$ cat config.mk
export PLATFORM = sky130hd
export DESIGN_NAME = ccopd_ctrl
export DESIGN_NICKNAME = d
export VERILOG_FILES = /design/src/include/ccopd_pkg.sv /design/src/core/ccopd_ctrl.sv
export SDC_FILE = /design/constraint.sdc
export NUM_CORES = 1
export LEC_CHECK = 0
export BUFFER_PORTS_ARGS = -buffer_cell sky130_fd_sc_hd__buf_2
export CORE_ASPECT_RATIO = 1.2
export CORE_MARGIN = 10
export CORE_UTILIZATION = 55
export DETAILED_ROUTE_END_ITERATION = 12
export HOLD_SLACK_MARGIN = 0.12
export PLACE_DENSITY = 0.81
export SYNTH_ARGS = -nofsm -noshare
export SYNTH_HDL_FRONTEND = slang
export SYNTH_SLANG_ARGS = --single-unit
$ cat constraint.sdc
create_clock -name sys_clk -period 1.95 [get_ports sys_clk]
set_input_delay 0.39 -clock sys_clk [delete_from_list [all_inputs] [get_ports sys_clk]]
set_output_delay 0.39 -clock sys_clk [all_outputs]
set_load 0.02 [all_outputs]
$ cat src/include/ccopd_pkg.sv
// ccopd_pkg: constants shared by the clock output stop / power-down block
// assumes a single 25 MHz system clock and an 8-bit register port
package ccopd_pkg;

  // register port geometry
  localparam int unsigned ADDR_W = 4;
  localparam int unsigned DATA_W = 8;

  // register byte addresses
  localparam logic [3:0] CTRL_ADDR     = 4'h0;
  localparam logic [3:0] CPU_MASK_ADDR = 4'h4;
  localparam logic [3:0] PCIF_FREE_ADDR = 4'h8;
  localparam logic [3:0] STATUS_ADDR   = 4'hc;

  // control register field positions
  localparam int unsigned CTRL_MULT_BIT   = 0;
  localparam int unsigned CTRL_SPREAD_BIT = 1;
  localparam int unsigned CTRL_PCI_RUN_BIT = 3;
  localparam int unsigned CTRL_VIDEO_BIT  = 5;

  // status register field positions
  localparam int unsigned STAT_CPU_HALT_BIT = 0;
  localparam int unsigned STAT_PCI_HALT_BIT = 1;
  localparam int unsigned STAT_PD_BIT       = 2;
  localparam int unsigned STAT_PLL_OFF_BIT  = 3;

  // reset values
  localparam logic       PCI_RUN_RST   = 1'b1;
  localparam logic       VIDEO_RST     = 1'b0;
  localparam logic       SPREAD_RST    = 1'b0;
  localparam logic       MULT_RST      = 1'b0;
  localparam logic [2:0] CPU_MASK_RST  = 3'h7;
  localparam logic [2:0] PCIF_FREE_RST = 3'h0;

  // output current multiples of the reference current
  localparam logic [2:0] MULT_LOW  = 3'h4;
  localparam logic [2:0] MULT_HIGH = 3'h6;
  localparam logic [2:0] MULT_PD   = 3'h2;

  // divider half periods in system clock cycles (modelled rates)
  localparam logic [1:0] HALF_66 = 2'h2;
  localparam logic [1:0] HALF_48 = 2'h3;

  // timing: restart latency after power-down release
  localparam int unsigned SYS_CLK_PERIOD_NS = 40;
  localparam int unsigned PD_RESTART_NS     = 3000000;
  // strictly less than the restart time, so one cycle short
  localparam int unsigned PD_RESTART_CYCLES =
    PD_RESTART_NS / SYS_CLK_PERIOD_NS - 1;

  // power-down sequencer states
  typedef enum logic [2:0] {
    PD_RUN       = 3'b000,
    PD_STOP_PCIF = 3'b001,
    PD_STOP_66B  = 3'b010,
    PD_STOP_REST = 3'b011,
    PD_DOWN      = 3'b100,
    PD_WAKE      = 3'b101
  } ccopd_pd_state_t;

endpackage

$ cat src/core/ccopd_ctrl.sv
// ccopd_ctrl: output stop and power-down control for a clock synthesizer
// assumes stop pins synchronous to sys_clk; power_down_n is asynchronous
`timescale 1ns/1ps

// What this block does
// (RULE1) halt stoppable cpu outputs after two falling samples
// (RULE2) only masked cpu outputs obey cpu halt
// (RULE3) stopped cpu: true high, complement undriven
// (RULE4) other clocks keep running during cpu halt
// (RULE5) cpu restart without short or long pulses
// (RULE6) cpu outputs active within two cycles
// (RULE7) free-running pci outputs ignore pci halt
// (RULE8) pci halt enable is pin and register
// (RULE9) readback bit3 shows pin and register
// (RULE10) pci clocks resume within two periods
// (RULE11) pci stop changes at free-running rising edge
// (RULE12) bit5 selects 66 or 48 mhz mode
// (RULE13) 66 mode carries spreading when enabled
// (RULE14) 48 mode phase aligned with 48 clocks
// (RULE15) mode switch may glitch, meant for power-on
// (RULE16) usb and display 48 clocks in phase
// (RULE17) synchronize power-down input before use
// (RULE18) power-down holds non-cpu clocks low, pll off
// (RULE19) two complement samples, then pci_f, then 66b
// (RULE20) remaining clocks stop at own falling edge
// (RULE21) power-down cpu true high at twice reference
// (RULE22) pll shut only after last clock stops
// (RULE23) power-down stops are glitch free
// (RULE24) clocks restart under 3.0 ms after release; here the relock wait alone takes 3.0 ms
// (RULE25) pci run register bit resets to one
module ccopd_ctrl #(
  parameter int unsigned RESTART_CYCLES = ccopd_pkg::PD_RESTART_CYCLES
) (
  // clock and reset
  input  wire logic        sys_clk,
  input  wire logic        srst,
  // register port
  input  wire logic [3:0]  reg_addr,
  input  wire logic [7:0]  reg_wdata,
  input  wire logic        reg_wr,
  input  wire logic        reg_rd,
  output logic      [7:0]  reg_rdata,
  // stop and power-down pins
  input  wire logic        cpu_clock_halt_n,
  input  wire logic        pci_clock_halt_n,
  input  wire logic        power_down_n,
  // differential cpu outputs
  output logic      [2:0]  cpu_true,
  output logic      [2:0]  cpu_comp,
  output logic      [2:0]  cpu_comp_oe,
  output logic      [2:0]  cpu_iref_mult,
  // single-ended clock outputs
  output logic      [2:0]  pci_free,
  output logic      [6:0]  pci_clk,
  output logic      [2:0]  buffered_66m_outputs,
  output logic             bus_66m_output,
  output logic             dual_function_output,
  output logic             usb_48m_clock,
  output logic             display_48m_clock,
  // spreading and pll status
  output logic             dual_ssc_active,
  output logic             pll_power_down
);

  // configuration registers
  logic [2:0] cpu_mask_r;
  logic [2:0] pcif_free_r;
  logic       pci_run_r;
  logic       video_r;
  logic       spread_r;
  logic       mult_r;

  // dividers: phase registers and counters
  logic       cpu_ph_r;
  logic [1:0] c66_r;
  logic       ph66_r;
  logic       pci_ph_r;
  logic [1:0] c48_r;
  logic       ph48_r;

  // stop state
  logic [1:0] cpu_lo_cnt_r;
  logic [2:0] cpu_held_r;
  logic       pci_halt_r;
  logic       pd_meta_r;
  logic       pd_sync_r;
  logic [1:0] pd_lo_cnt_r;
  logic       cpu_pd_r;
  logic       off_pcif_r;
  logic       off_b66_r;
  logic       off_pci_r;
  logic       off_bus_r;
  logic       off_48_r;
  logic [16:0] wake_cnt_r;
  ccopd_pkg::ccopd_pd_state_t pd_st_r;
  ccopd_pkg::ccopd_pd_state_t pd_st_nxt;

  // terminal count of a divider half period
  function automatic logic at_half(input logic [1:0] cnt,
                                   input logic [1:0] half);
    at_half = (cnt == half - 2'h1);
  endfunction

  // next value of a power-down off flag: set at own fall, clear at rise
  function automatic logic off_next(input logic cur, input logic stop_ok,
                                    input logic fall, input logic rise,
                                    input logic run);
    if (stop_ok && fall) begin
      off_next = 1'b1;
    end else if (run && rise) begin
      off_next = 1'b0;
    end else begin
      off_next = cur;
    end
  endfunction

  // edge ticks: an output flips at the next edge when its tick is high
  wire tog66     = at_half(c66_r, ccopd_pkg::HALF_66);
  wire tog48     = at_half(c48_r, ccopd_pkg::HALF_48);
  wire cpu_fall  = cpu_ph_r;              // cpu toggles every cycle
  wire fall66    = tog66 && ph66_r;
  wire rise66    = tog66 && !ph66_r;
  wire pci_tog   = rise66;                // pci runs at half of 66
  wire pci_fall  = pci_tog && pci_ph_r;
  wire pci_rise  = pci_tog && !pci_ph_r;
  wire fall48    = tog48 && ph48_r;
  wire rise48    = tog48 && !ph48_r;
  wire ph66_nxt  = tog66 ? !ph66_r : ph66_r;
  wire pci_ph_nxt = pci_tog ? !pci_ph_r : pci_ph_r;
  wire ph48_nxt  = tog48 ? !ph48_r : ph48_r;

  // register decode
  wire wr_ctrl  = reg_wr && (reg_addr == ccopd_pkg::CTRL_ADDR);
  wire wr_mask  = reg_wr && (reg_addr == ccopd_pkg::CPU_MASK_ADDR);
  wire wr_free  = reg_wr && (reg_addr == ccopd_pkg::PCIF_FREE_ADDR);

  // (RULE8) and of pin and register bit
  wire pci_run_eff = pci_clock_halt_n && pci_run_r;

  // cpu halt request after two consecutive low falling-edge samples
  wire cpu_req   = (cpu_lo_cnt_r == 2'h2);
  wire pd_run    = (pd_st_r == ccopd_pkg::PD_RUN);
  wire in_pd     = !pd_run && (pd_st_r != ccopd_pkg::PD_WAKE);
  wire dual_off  = video_r ? off_48_r : off_bus_r;
  wire all_off   = off_pcif_r && off_b66_r && off_pci_r && off_bus_r &&
                   off_48_r;
  wire rest_ok   = (pd_st_r == ccopd_pkg::PD_STOP_REST);

  // (RULE1) count low samples taken on falling cpu edges
  always_ff @(posedge sys_clk) begin
    if (srst) begin
      cpu_lo_cnt_r <= 2'h0;
    end else if (cpu_fall) begin
      if (cpu_clock_halt_n) begin
        cpu_lo_cnt_r <= 2'h0;
      end else if (!cpu_req) begin
        cpu_lo_cnt_r <= cpu_lo_cnt_r + 2'h1;
      end
    end
  end

  // (RULE2) per-output hold, changed only where the true output goes low
  // holding at that point keeps the last high, restart gives a full low
  logic [2:0] cpu_held_nxt;
  // (RULE5) (RULE6) release takes effect at the next falling edge
  assign cpu_held_nxt = cpu_fall ? ((cpu_req ? cpu_mask_r : 3'h0) |
                                    {3{cpu_pd_r || in_pd}})
                                 : cpu_held_r;

  // (RULE3) held pair: true high, complement released at unchanged current
  always_ff @(posedge sys_clk) begin
    if (srst) begin
      cpu_ph_r    <= 1'b0;
      cpu_held_r  <= 3'h0;
      cpu_pd_r    <= 1'b0;
      cpu_true    <= 3'h0;
      cpu_comp    <= 3'h0;
      cpu_comp_oe <= 3'h0;
    end else begin
      cpu_ph_r    <= !cpu_ph_r;
      cpu_held_r  <= cpu_held_nxt;
      cpu_pd_r    <= cpu_fall ? in_pd : cpu_pd_r;
      cpu_true    <= cpu_held_nxt | {3{!cpu_ph_r}};
      cpu_comp    <= ~cpu_held_nxt & {3{cpu_ph_r}};
      cpu_comp_oe <= ~cpu_held_nxt;
    end
  end

  // (RULE21) current multiple: register choice, fixed at two in power-down
  always_ff @(posedge sys_clk) begin
    if (srst) begin
      cpu_iref_mult <= ccopd_pkg::MULT_LOW;
    end else if (in_pd) begin
      cpu_iref_mult <= ccopd_pkg::MULT_PD;
    end else begin
      cpu_iref_mult <= mult_r ? ccopd_pkg::MULT_HIGH : ccopd_pkg::MULT_LOW;
    end
  end

  // (RULE4) dividers keep running whatever the cpu hold state
  always_ff @(posedge sys_clk) begin
    if (srst) begin
      c66_r    <= 2'h0;
      ph66_r   <= 1'b0;
      pci_ph_r <= 1'b0;
      c48_r    <= 2'h0;
      ph48_r   <= 1'b0;
    end else begin
      c66_r    <= tog66 ? 2'h0 : c66_r + 2'h1;
      ph66_r   <= ph66_nxt;
      pci_ph_r <= pci_ph_nxt;
      c48_r    <= tog48 ? 2'h0 : c48_r + 2'h1;
      ph48_r   <= ph48_nxt;
    end
  end

  // (RULE11) pci halt state moves only at the free-running rising edge
  // (RULE10) so a release resumes the clocks within one pci period
  always_ff @(posedge sys_clk) begin
    if (srst) begin
      pci_halt_r <= 1'b0;
    end else if (pci_rise) begin
      pci_halt_r <= !pci_run_eff;
    end
  end
  wire pci_halt_nxt = pci_rise ? !pci_run_eff : pci_halt_r;

  // (RULE17) two-flop synchroniser for the asynchronous power-down pin
  always_ff @(posedge sys_clk) begin
    if (srst) begin
      pd_meta_r <= 1'b1;
      pd_sync_r <= 1'b1;
    end else begin
      pd_meta_r <= power_down_n;
      pd_sync_r <= pd_meta_r;
    end
  end

  // (RULE19) complement rises where the true output falls
  always_ff @(posedge sys_clk) begin
    if (srst) begin
      pd_lo_cnt_r <= 2'h0;
    end else if (!pd_run || pd_sync_r) begin
      pd_lo_cnt_r <= 2'h0;
    end else if (cpu_fall && pd_lo_cnt_r != 2'h2) begin
      pd_lo_cnt_r <= pd_lo_cnt_r + 2'h1;
    end
  end

  // power-down sequencer
  always_comb begin
    pd_st_nxt = pd_st_r;
    case (pd_st_r)
      ccopd_pkg::PD_RUN: begin
        if (pd_lo_cnt_r == 2'h2) begin
          pd_st_nxt = ccopd_pkg::PD_STOP_PCIF;
        end
      end
      // (RULE19) free-running pci first, then buffered 66
      ccopd_pkg::PD_STOP_PCIF: begin
        if (pci_fall) begin
          pd_st_nxt = ccopd_pkg::PD_STOP_66B;
        end
      end
      ccopd_pkg::PD_STOP_66B: begin
        if (fall66) begin
          pd_st_nxt = ccopd_pkg::PD_STOP_REST;
        end
      end
      // (RULE22) generator shuts down only once every single-ended output is low
      ccopd_pkg::PD_STOP_REST: begin
        if (all_off) begin
          pd_st_nxt = ccopd_pkg::PD_DOWN;
        end
      end
      ccopd_pkg::PD_DOWN: begin
        if (pd_sync_r) begin
          pd_st_nxt = ccopd_pkg::PD_WAKE;
        end
      end
      // (RULE24) relock wait lasts RESTART_CYCLES + 1 cycles, the full 3.0 ms restart limit by default
      ccopd_pkg::PD_WAKE: begin
        if (wake_cnt_r == 17'(RESTART_CYCLES)) begin
          pd_st_nxt = ccopd_pkg::PD_RUN;
        end
      end
      default: begin
        pd_st_nxt = ccopd_pkg::PD_RUN;
      end
    endcase
  end

  // state register and relock counter
  always_ff @(posedge sys_clk) begin
    if (srst) begin
      pd_st_r    <= ccopd_pkg::PD_RUN;
      wake_cnt_r <= 17'h0_0000;
    end else begin
      pd_st_r    <= pd_st_nxt;
      wake_cnt_r <= (pd_st_r == ccopd_pkg::PD_WAKE) ?
                    wake_cnt_r + 17'h0_0001 : 17'h0_0000;
    end
  end

  // (RULE20) (RULE23) each group stops low at its own falling edge and
  // restarts at its own rising edge, so no pulse is ever shortened
  always_ff @(posedge sys_clk) begin
    if (srst) begin
      off_pcif_r <= 1'b0;
      off_b66_r  <= 1'b0;
      off_pci_r  <= 1'b0;
      off_bus_r  <= 1'b0;
      off_48_r   <= 1'b0;
    end else begin
      off_pcif_r <= off_next(off_pcif_r, in_pd, pci_fall, pci_rise, pd_run);
      off_b66_r  <= off_next(off_b66_r,
                             in_pd && pd_st_r != ccopd_pkg::PD_STOP_PCIF,
                             fall66, rise66, pd_run);
      off_pci_r  <= off_next(off_pci_r, rest_ok, pci_fall, pci_rise, pd_run);
      off_bus_r  <= off_next(off_bus_r, rest_ok, fall66, rise66, pd_run);
      off_48_r   <= off_next(off_48_r, rest_ok, fall48, rise48, pd_run);
    end
  end

  // (RULE18) pll off while powered down; off flags hold clocks low
  always_ff @(posedge sys_clk) begin
    if (srst) begin
      pll_power_down <= 1'b0;
    end else begin
      pll_power_down <= (pd_st_nxt == ccopd_pkg::PD_DOWN);
    end
  end

  // next values of the single-ended outputs, each from the phase after
  // this edge gated by the group's stop flag as it stands after the edge
  wire pcif_off_nxt = off_next(off_pcif_r, in_pd, pci_fall, pci_rise,
                               pd_run);
  wire b66_off_nxt  = off_next(off_b66_r,
                               in_pd && pd_st_r != ccopd_pkg::PD_STOP_PCIF,
                               fall66, rise66, pd_run);
  wire pci_off_nxt  = off_next(off_pci_r, rest_ok, pci_fall, pci_rise,
                               pd_run);
  wire bus_off_nxt  = off_next(off_bus_r, rest_ok, fall66, rise66, pd_run);
  wire g48_off_nxt  = off_next(off_48_r, rest_ok, fall48, rise48, pd_run);
  wire pci_run_nxt  = pci_ph_nxt && !pci_halt_nxt;
  // (RULE7) free-running pci_f outputs skip the pci halt
  wire [2:0] pcif_nxt = {3{pci_ph_nxt && !pcif_off_nxt}} &
                        (pcif_free_r | {3{!pci_halt_nxt}});
  wire g48_nxt      = ph48_nxt && !g48_off_nxt;
  // (RULE12) (RULE14) dual output from the 66 or the shared 48 phase
  // (RULE15) source swaps on the write itself and may glitch once
  wire dual_nxt     = video_r ? g48_nxt : (ph66_nxt && !bus_off_nxt);

  // single-ended output flops
  always_ff @(posedge sys_clk) begin
    if (srst) begin
      pci_free             <= 3'h0;
      pci_clk              <= 7'h00;
      buffered_66m_outputs <= 3'h0;
      bus_66m_output       <= 1'b0;
      dual_function_output <= 1'b0;
      usb_48m_clock        <= 1'b0;
      display_48m_clock    <= 1'b0;
    end else begin
      pci_free             <= pcif_nxt;
      pci_clk              <= {7{pci_run_nxt && !pci_off_nxt}};
      buffered_66m_outputs <= {3{ph66_nxt && !b66_off_nxt}};
      bus_66m_output       <= ph66_nxt && !bus_off_nxt;
      dual_function_output <= dual_nxt;
      // (RULE16) both 48 outputs from one phase and one stop flag
      usb_48m_clock        <= g48_nxt;
      display_48m_clock    <= g48_nxt;
    end
  end

  // (RULE13) spreading applies to the dual output only in 66 mode
  always_ff @(posedge sys_clk) begin
    if (srst) begin
      dual_ssc_active <= 1'b0;
    end else begin
      dual_ssc_active <= spread_r && !video_r && !dual_off;
    end
  end

  // configuration writes
  always_ff @(posedge sys_clk) begin
    if (srst) begin
      // (RULE25) pci clocks run after reset
      pci_run_r   <= ccopd_pkg::PCI_RUN_RST;
      video_r     <= ccopd_pkg::VIDEO_RST;
      spread_r    <= ccopd_pkg::SPREAD_RST;
      mult_r      <= ccopd_pkg::MULT_RST;
      cpu_mask_r  <= ccopd_pkg::CPU_MASK_RST;
      pcif_free_r <= ccopd_pkg::PCIF_FREE_RST;
    end else begin
      if (wr_ctrl) begin
        pci_run_r <= reg_wdata[ccopd_pkg::CTRL_PCI_RUN_BIT];
        video_r   <= reg_wdata[ccopd_pkg::CTRL_VIDEO_BIT];
        spread_r  <= reg_wdata[ccopd_pkg::CTRL_SPREAD_BIT];
        mult_r    <= reg_wdata[ccopd_pkg::CTRL_MULT_BIT];
      end
      if (wr_mask) begin
        cpu_mask_r <= reg_wdata[2:0];
      end
      if (wr_free) begin
        pcif_free_r <= reg_wdata[2:0];
      end
    end
  end

  // read mux; unmapped addresses read as zero
  logic [7:0] ctrl_rd;
  logic [7:0] stat_rd;
  always_comb begin
    ctrl_rd = 8'h00;
    ctrl_rd[ccopd_pkg::CTRL_MULT_BIT]    = mult_r;
    ctrl_rd[ccopd_pkg::CTRL_SPREAD_BIT]  = spread_r;
    // (RULE9) reads back the effective enable, not the stored bit
    ctrl_rd[ccopd_pkg::CTRL_PCI_RUN_BIT] = pci_run_eff;
    ctrl_rd[ccopd_pkg::CTRL_VIDEO_BIT]   = video_r;
    stat_rd = 8'h00;
    stat_rd[ccopd_pkg::STAT_CPU_HALT_BIT] = |cpu_held_r;
    stat_rd[ccopd_pkg::STAT_PCI_HALT_BIT] = pci_halt_r;
    stat_rd[ccopd_pkg::STAT_PD_BIT]       = !pd_run;
    stat_rd[ccopd_pkg::STAT_PLL_OFF_BIT]  = pll_power_down;
  end

  wire [7:0] rd_mux =
    (reg_addr == ccopd_pkg::CTRL_ADDR)      ? ctrl_rd :
    (reg_addr == ccopd_pkg::CPU_MASK_ADDR)  ? {5'h00, cpu_mask_r} :
    (reg_addr == ccopd_pkg::PCIF_FREE_ADDR) ? {5'h00, pcif_free_r} :
    (reg_addr == ccopd_pkg::STATUS_ADDR)    ? stat_rd : 8'h00;

  // read data valid the cycle after the strobe only
  always_ff @(posedge sys_clk) begin
    if (srst) begin
      reg_rdata <= 8'h00;
    end else begin
      reg_rdata <= reg_rd ? rd_mux : 8'h00;
    end
  end

endmodule

# Yosys cells after proc, flatten, opt, wreduce, memory -nomap -nowiden

Cells that the tools add are included.
W data, S select, Z words.

Bits in registers: 84
Output and inout bits: 39
Word-level logic and storage cells: 167

Add/sub/neg operators: 5
Equality and inequality tests: 18
Mux-type cells: 33
Bitwise operators: 8
Reductions and logical operators: 61

Operators with widths:

| operator                | count |
|---|---|
| $logic_and A1 B1 Y1     | 33 |
| $mux W3                 | 9 |
| $pmux W3 S6             | 1 |
| $add A17 B1 Y17 const B | 1 |
| $eq A17 B17 Y1 const B  | 1 |
| $mux W1                 | 16 |
| $logic_not A1 Y1        | 14 |
| $mux W4                 | 3 |
| $reduce_or A2 Y1        | 6 |
| $eq A3 B3 Y1 const B    | 3 |
| $or A3 B3 Y3            | 3 |
| $add A2 B1 Y2 const B   | 4 |
| $eq A4 B4 Y1 const B    | 2 |
| $and A3 B3 Y3           | 2 |
| $eq A2 B2 Y1 const B    | 3 |
| $eq A3 B2 Y1 const B    | 2 |
| $mux W2                 | 3 |
| $mux W6                 | 1 |
| $reduce_or A3 Y1        | 2 |
| $reduce_or A5 Y1        | 1 |
| $eq A4 B3 Y1 const B    | 1 |
| $logic_not A4 Y1        | 1 |
| $ne A2 B2 Y1 const B    | 2 |
| $eq A3 B1 Y1 const B    | 1 |
| other kinds (8)         | 10 |

# Longest topological paths before layout

Gate-level depths: netlist (run 1).

Depth in word-level cells: 9
Gate-level depth with buffers: 8
Gate-level depth less buffers: 8

# Worst setup path before layout (run 1)

Ideal clock, no wire load.

Path type: register to register
From: register c66_r[1]
To: register off_pcif_r
Data arrival time: 1562 ps
Required time: 1884 ps
Setup slack: 322 ps
Cell stages (with the launch flop): 9
Buffers on the path: 0
Period minus slack after synthesis: 1628 ps
Path through: dfxtp_1 > inv_1 > ha_1 > ha_1 > ha_1 > nand2b_1 > o2bb2ai_1 > a21oi_1 > nor2b_1

Longest elaborated chain between the ends: 6
Elaborated cells on any way between the ends: 8

Ends and longest elaborated chain:

| what                   | RTL line          | source |
|---|---|---|
| start, declared        | ccopd_ctrl.sv:75  | `logic [1:0] c66_r;` |
| start signal, assigned | ccopd_ctrl.sv:209 | `c66_r <= tog66 ? 2'h0 : c66_r + 2'h1;` |
| $eq A2 B1 Y1 *         | ccopd_ctrl.sv:101 | `at_half = (cnt == half - 2'h1);` |
| $logic_and A1 B1 Y1 *  | ccopd_ctrl.sv:122 | `wire rise66 = tog66 && !ph66_r;` |
| $logic_and A1 B1 Y1    | ccopd_ctrl.sv:125 | `wire pci_rise = pci_tog && !pci_ph_r;` |
| $logic_and A1 B1 Y1    | ccopd_ctrl.sv:110 | `end else if (run && rise) begin` |
| $mux W1                | --                |  |
| $mux W1 *              | ccopd_ctrl.sv:108 | `if (stop_ok && fall) begin` |
| end signal, assigned   | ccopd_ctrl.sv:315 | `off_pcif_r <= off_next(off_pcif_r, in_pd, pci_fall, pci_rise, pd_run);` |
| end, declared          | ccopd_ctrl.sv:89  | `logic off_pcif_r;` |

Mark *: on every way between the ends. The rest lies on a longest branch, timed or not.
A chain may end at the register's enable or synchronous reset.

# Final worst setup path (run 1)

Same ends and word-level chain as after synthesis.

==> impl_metrics.py, run 1 <==
metrics = {
    "logic_synthesis": {
        "synth_edf_count": 0,
        "ys_types": 51,
        "synthesis.area_um2": 3260,
        "syn_avg_cell_area_um2": 9.14,
        "synth_cells": 357,
        "synth-seq-area-share_pct": 49.1,
        "synth-seq-cells": 80,
        "synth_flop_cell": "dfxtp_1",
        "yosys_warnings": 0,
        "ys_async_sr_fraction_pct": 0,
    },
    "routing": {
        "routedWlPerCell_um": 13.5,
        "post_drt_via_cell_ratio": 5.30,
        "vias": 2576,
        "remaining_drc_errors": 0,
        "drt-initial-drc-count": 120,
        "ant_nets": 0,
        "finalWirelength_um": 6550,
        "first_pass_iters": 4,
    },
    "global_route": {
        "grt_max_degree": 19,
        "use_met1_pct": 15.8,
        "grt_pass1_wl_um": 11300,
        "grt_pass1_vias": 2540,
        "busiest_layer": "met2",
        "grtUsageTotal_pct": 14.0,
        "grt_use_met2_pct": 24.0,
        "antenna_found_initial": 0,
        "met3_usage_pct": 5.27,
        "overflow": 0,
    },
    "setup_path": {
        "rr_endpoint": "off_pcif_r$_SDFF_PP0_",
        "required_ns": 2.23,
        "crit_slowest_cell": "dfxtp_1",
        "startpoint_type": "register",
        "path_buf_inv": 1,
        "path_class": "reg2reg",
        "critPathTopFamily": "adder cells",
        "path_cells": "inv_1 -> ha_1 -> ha_1 -> ha_1 -> nand2b_1 -> o2bb2ai_1 -> a21oi_2 -> nor2b_1",
        "endpoint_kind": "register",
        "critPathMaxFanout": 4,
        "path_common_cell": "ha_1",
        "cp.arrival_ns": 2.02,
        "reg2reg_slack_ns": 0.21,
        "cpPeakStageDelay_ns": 0.31,
        "worstReg2RegStart": "c66_r[1]$_SDFF_PP0_",
        "reg2regPathDepth": 8,
    },
    "final_layout": {
        "syn_to_final_growth_pct": 14.9,
        "largest_register_ffs": 17,
        "top_regs": "wake_cnt_r x17, reg_rdata x5",
        "regMostFlops": "wake_cnt_r",
        "layout_commonest_cell": "dfxtp_1",
        "num_antenna_cells": 0,
        "layout_common_cells": "80 x dfxtp_1, 50 x buf_2, 41 x nor2_1",
        "drive_gt1_share_pct": 21.4,
        "nNetsFinal": 432,
        "design_area_um2": 3750,
    },
    "worst_hold_path": {
        "min_to": "pd_meta_r$_SDFF_PP1_",
        "hold_path_depth": 2,
        "hold_class": "in2reg",
        "hold_path_startpoint": "power_down_n",
    },
    "power_and_ir_drop": {
        "ir_drop_mv": 0.750,
        "power_mw": 3.58,
        "power.density_nw_per_um2": 955,
        "cellLeakagePower_nw": 1.54,
    },
    "die": {
        "coreArea_um2": 5710,
        "die_w_um": 90.3,
        "io-pin-count": 58,
        "die_y_um": 104,
        "start_util_pct": 57.2,
        "row_count": 30,
        "dieArea_um2": 9430,
    },
    "place": {
        "port_buffers": 50,
        "dp_hpwl_um": 4770,
        "gp_congestion": 0.808,
        "dpl_cell_area_um2": 3530,
        "pre_cts_ws_ns": 0.146,
    },
    "timing": {
        "max_freq_ghz": 0.573,
        "period_share_pct": 89.4,
        "drv_slew": 0,
        "setup_violations": 0,
        "setup_slack_ns": 0.206,
        "skew_ns": 0.00868,
        "hold_viol": 0,
        "setup_tns_ns": 0,
        "rsz0062_at_grt": "no",
        "finalCriticalPeriod_ns": 1.74,
    },
    "clocking": {
        "cts_hold_buf": 0,
        "path_clk_slew_ns": 0.08,
        "cts-root-buf": "clkbuf_8",
        "cts.sinks": 80,
        "ctsResizeCount": 0,
        "clk_latency_ns": 0.35,
        "htreeDepth": 3,
        "cts_tree": "built",
        "cts_made_buffers": 9,
        "cts_setup_buffers": 0,
        "clockBufferDepth": 2,
    },
    "status": {
        "status": "finished clean",
    },
    "run": {
        "cap_violations": 0,
    },
}
## cell families (layout without fill, tap and decap cells)
logic type               after synthesis  count (layout)  share of synthesized area [%]
AND/OR/NAND/NOR                      148             148                           23.4
flip-flops                            80              80                           49.1
AO/OA/AOI/OAI                         56              56                           11.1
buffers and inverters                 43              89                           6.63
XOR/XNOR                              12              12                           3.22
adder cells (fa/ha/maj)               11              11                           4.22
multiplexers                           6               6                           2.26
other                                  1               4                          0.115
## worst max path at each step
stage / from / endpoint / cells past startpoint
3_5_place_dp: c66_r[1]$_SDFF_PP0_ / off_pcif_r$_SDFF_PP0_ / 8
4_1_cts: c66_r[1]$_SDFF_PP0_ / off_pcif_r$_SDFF_PP0_ / 8
2_1_floorplan: c66_r[1]$_SDFF_PP0_ / off_pcif_r$_SDFF_PP0_ / 8
5_1_grt: c66_r[1]$_SDFF_PP0_ / off_pcif_r$_SDFF_PP0_ / 8
3_3_place_gp: c66_r[1]$_SDFF_PP0_ / pci_free[2]$_SDFF_PP0_ / 7
6_report: c66_r[1]$_SDFF_PP0_ / off_pcif_r$_SDFF_PP0_ / 8
## worst register-to-register path: cells and delay by family, from the launching register on
kind / cells / cell delay [ns]
buffers and inverters: 1 / 0.04
AO/OA/AOI/OAI: 2 / 0.34
AND/OR/NAND/NOR: 2 / 0.32
adder cells (fa/ha/maj): 3 / 0.68
flip-flops: 1 / 0.31
## final cells by class
type                    count  area (um^2)
inverters                  17         63.8
multi-input cells         237         1460
clock inverters             3         65.1
clock buffers              12          155
fillers                   508         1960
flip-flops and latches     80         1600
repair buffers             57          303
well taps                  80          100
## Yosys cell counts (all sizes together) (3+ instances only)
cell,count,area share [%]
a21oi,20,3.4
nand3,19,2.9
dfxtp,80,49
or2,4,0.77
nor4b,5,1.3
o21bai,4,0.92
a211oi,3,0.69
nor2,41,4.7
mux2i,4,1.2
ha,11,4.2
a31oi,3,0.57
o21ai,11,1.7
nand3b,5,1.1
nand4,4,0.77
nand2b,4,0.77
nor3,15,2.6
nor2b,5,0.96
clkbuf,8,0.92
nand2,30,3.5
inv,17,2.0
nor4,5,0.96
buf,18,3.8
xnor2,10,2.7
o21a,3,0.69
## stage by stage
step	hold slack, ns	util (%)	instances
after floorplan	0.389	-	360
after global placement	0.396	61.8	471
after detailed placement	0.402	61.8	471
after CTS	0.211	65.7	486
after global routing	0.206	65.7	486
final	0.222	65.7	486
## layer usage
metal  up-vias  part of all wire [%]  wire length (um)
li1       1307                     -                 -
met1      1197                    43              2840
met2        64                    49              3240
met3         8                   5.9               387
met4         0                   1.2                81
met5         -                     0                 0
## where the power goes
part	internal [mW]	switching [mW]	total [mW]	leakage, nW
sequential	1.73	0.0412	1.77	0.652
clock	0.783	0.552	1.34	0.112
combinational	0.171	0.302	0.473	0.774
Power figures use the tool's default switching activity.
==> run 2, diff against run 1 <==
==> constraint.sdc (replaced) <==
create_clock -name sys_clk -period 1.95 [get_ports sys_clk]
set_input_delay 0.0975 -clock sys_clk [delete_from_list [all_inputs] [get_ports sys_clk]]
set_output_delay 0.0975 -clock sys_clk [all_outputs]
set_load 0.02 [all_outputs]
==> run 2 against run 1 <==
Compared with the run above: utilization increased by 1.6 points; critical path depth fell by 2; combinational power is 4% higher; fmax down 2.0%; clock skew down 0.0047 ns; clock-buffer cell count grew 2; sequential power hardly changed; routed wire length up 5.1%; setup slack worse by 0.035 ns; power down 0.73%; register-to-register slack lost 0.02 ns.
==> impl_metrics.py, run 2 (synthesized netlist as in run 1, its figures left out) <==
metrics = {
    "setup_path": {
        "startpoint_type": "input pin",
        "critPathMaxFanout": 9,
        "crit_slowest_cell": "dlygate4sd3_1",
        "path_common_cell": "dlygate4sd3_1",
        "critPathTopFamily": "buffers and inverters",
        "required_ns": 2.24,
        "cpPeakStageDelay_ns": 0.56,
        "endpoint_kind": "register",
        "path_class": "in2reg",
        "path_cells": "dlygate4sd3_1 -> buf_2 -> nor2_1 -> nand3_1 -> a21oi_1 -> dlygate4sd3_1",
        "path_buf_inv": 3,
        "cp.arrival_ns": 2.07,
    },
    "die": {
        "io-pin-count": 58,
        "coreArea_um2": 5710,
        "die_y_um": 104,
        "die_w_um": 90.3,
        "start_util_pct": 57.2,
        "dieArea_um2": 9430,
        "row_count": 30,
    },
    "clocking": {
        "clk_latency_ns": 0.34,
        "cts-root-buf": "clkbuf_8",
        "cts_setup_buffers": 0,
        "cts_made_buffers": 9,
        "htreeDepth": 3,
        "cts_tree": "built",
        "clockBufferDepth": 2,
        "path_clk_slew_ns": 0.07,
        "cts.sinks": 80,
    },
    "routing": {
        "ant_nets": 0,
        "post_drt_via_cell_ratio": 5.31,
        "finalWirelength_um": 6880,
        "drt-initial-drc-count": 139,
        "remaining_drc_errors": 0,
        "routedWlPerCell_um": 13.9,
        "vias": 2636,
        "first_pass_iters": 4,
    },
    "run": {
        "cap_violations": 0,
    },
    "final_layout": {
        "layout_commonest_cell": "dfxtp_1",
        "fin_util_pct": 67.3,
        "num_antenna_cells": 0,
        "regArea_um2": 1600,
        "fillCellCount": 481,
        "nNetsFinal": 441,
        "top_regs": "wake_cnt_r x17, reg_rdata x5",
        "syn_to_final_growth_pct": 17.6,
        "layout_common_cells": "80 x dfxtp_1, 50 x buf_2, 41 x nor2_1",
        "largest_register_ffs": 17,
        "multi_input_area_um2": 1460,
        "regMostFlops": "wake_cnt_r",
        "drive_gt1_share_pct": 20.9,
    },
    "global_route": {
        "overflow": 0,
        "antenna_found_initial": 0,
        "grt_pass1_wl_um": 12100,
        "grtUsageTotal_pct": 15.0,
        "grt_pass1_vias": 2611,
        "grt_max_degree": 35,
    },
    "timing": {
        "period_share_pct": 91.2,
        "max_freq_ghz": 0.562,
        "skew_ns": 0.00395,
        "finalCriticalPeriod_ns": 1.78,
        "hold_viol": 0,
        "setup_violations": 0,
        "whs_ns": 0.143,
        "setup_tns_ns": 0,
        "worst_pin_slew_ns": 0.588,
        "slew_headroom_pct": 60.8,
        "setup_slack_ns": 0.171,
        "drv_slew": 0,
    },
    "place": {
        "pre_cts_ws_ns": 0.133,
        "gp_congestion": 0.851,
        "dp_hpwl_um": 4910,
        "port_buffers": 50,
    },
    "power_and_ir_drop": {
        "power.density_nw_per_um2": 925,
        "ir_drop_mv": 0.741,
        "cellLeakagePower_nw": 1.58,
    },
    "status": {
        "status": "finished clean",
    },
    "worst_hold_path": {
        "hold_class": "in2reg",
    },
}
run 2: cell count changes in the layout (fill, tap and decap cells not counted), sizes merged:
| cell | delta |
|---|---|
| buf | -1 |
| bufinv | -1 |
| clkbuf | +2 |
| dlygate4sd3 | +10 |
run 2: area by class of cell:
cell class              instances  area share [%]
repair buffers                 66            10.3
well taps                      80            2.61
flip-flops and latches         80            41.7
multi-input cells             237            38.1
inverters                      17            1.66
clock buffers                  14            4.76
clock inverters                 2           0.912
run 2: metrics by stage:
step / power, mW / area (um^2) / std cells
3_5_place_dp: 2.29 / 3520 / 470
4_1_cts: 3.58 / 3840 / 496
3_3_place_gp: 2.27 / 3520 / 470
5_1_grt: 3.71 / 3840 / 496
2_1_floorplan: 2.18 / 3280 / 360
6_report: 3.55 / 3840 / 496
run 2: layer usage:
metal / vias up / global-route usage (%) / part of all wire, %
met5: - / 0 / 0
met4: 0 / 6.38 / 0.94
met3: 6 / 4.26 / 4.9
met2: 58 / 25.6 / 52
met1: 1245 / 17.0 / 42
li1: 1327 / - / -
run 2: final timing paths:
path	start	end	slack, ns	depth (start not counted)
max	reg_addr[2]	reg_rdata[3]$_SDFF_PP0_	0.17	6
min	reg_addr[0]	reg_rdata[5]$_SDFF_PP0_	0.14	3
min reg2reg	pd_meta_r$_SDFF_PP1_	pd_sync_r$_SDFF_PP1_	0.42	1
max reg2reg	c66_r[1]$_SDFF_PP0_	pci_free[0]$_SDFF_PP0_	0.19	8
run 2: repair_timing:
action	in CTS	in global routing
hold buffers	10	0
setup endpoints to repair	0	4
gates resized for setup	0	2
hold endpoints to repair	15	0
run 2: power by group:
group | total, mW | internal (mW) | switching, mW
Combinational | 0.493 | 0.183 | 0.310
Sequential | 1.78 | 1.73 | 0.0451
Clock | 1.29 | 0.730 | 0.555
run 2: worst register-to-register path, cell delays in order, from the launching register on:
cell and delay, ns:
dfxtp_1 0.31, inv_1 0.04, ha_1 0.22, ha_1 0.24, ha_1 0.24, nand2b_1 0.15
o2bb2ai_1 0.13, a21oi_2 0.23, nor4_1 0.08
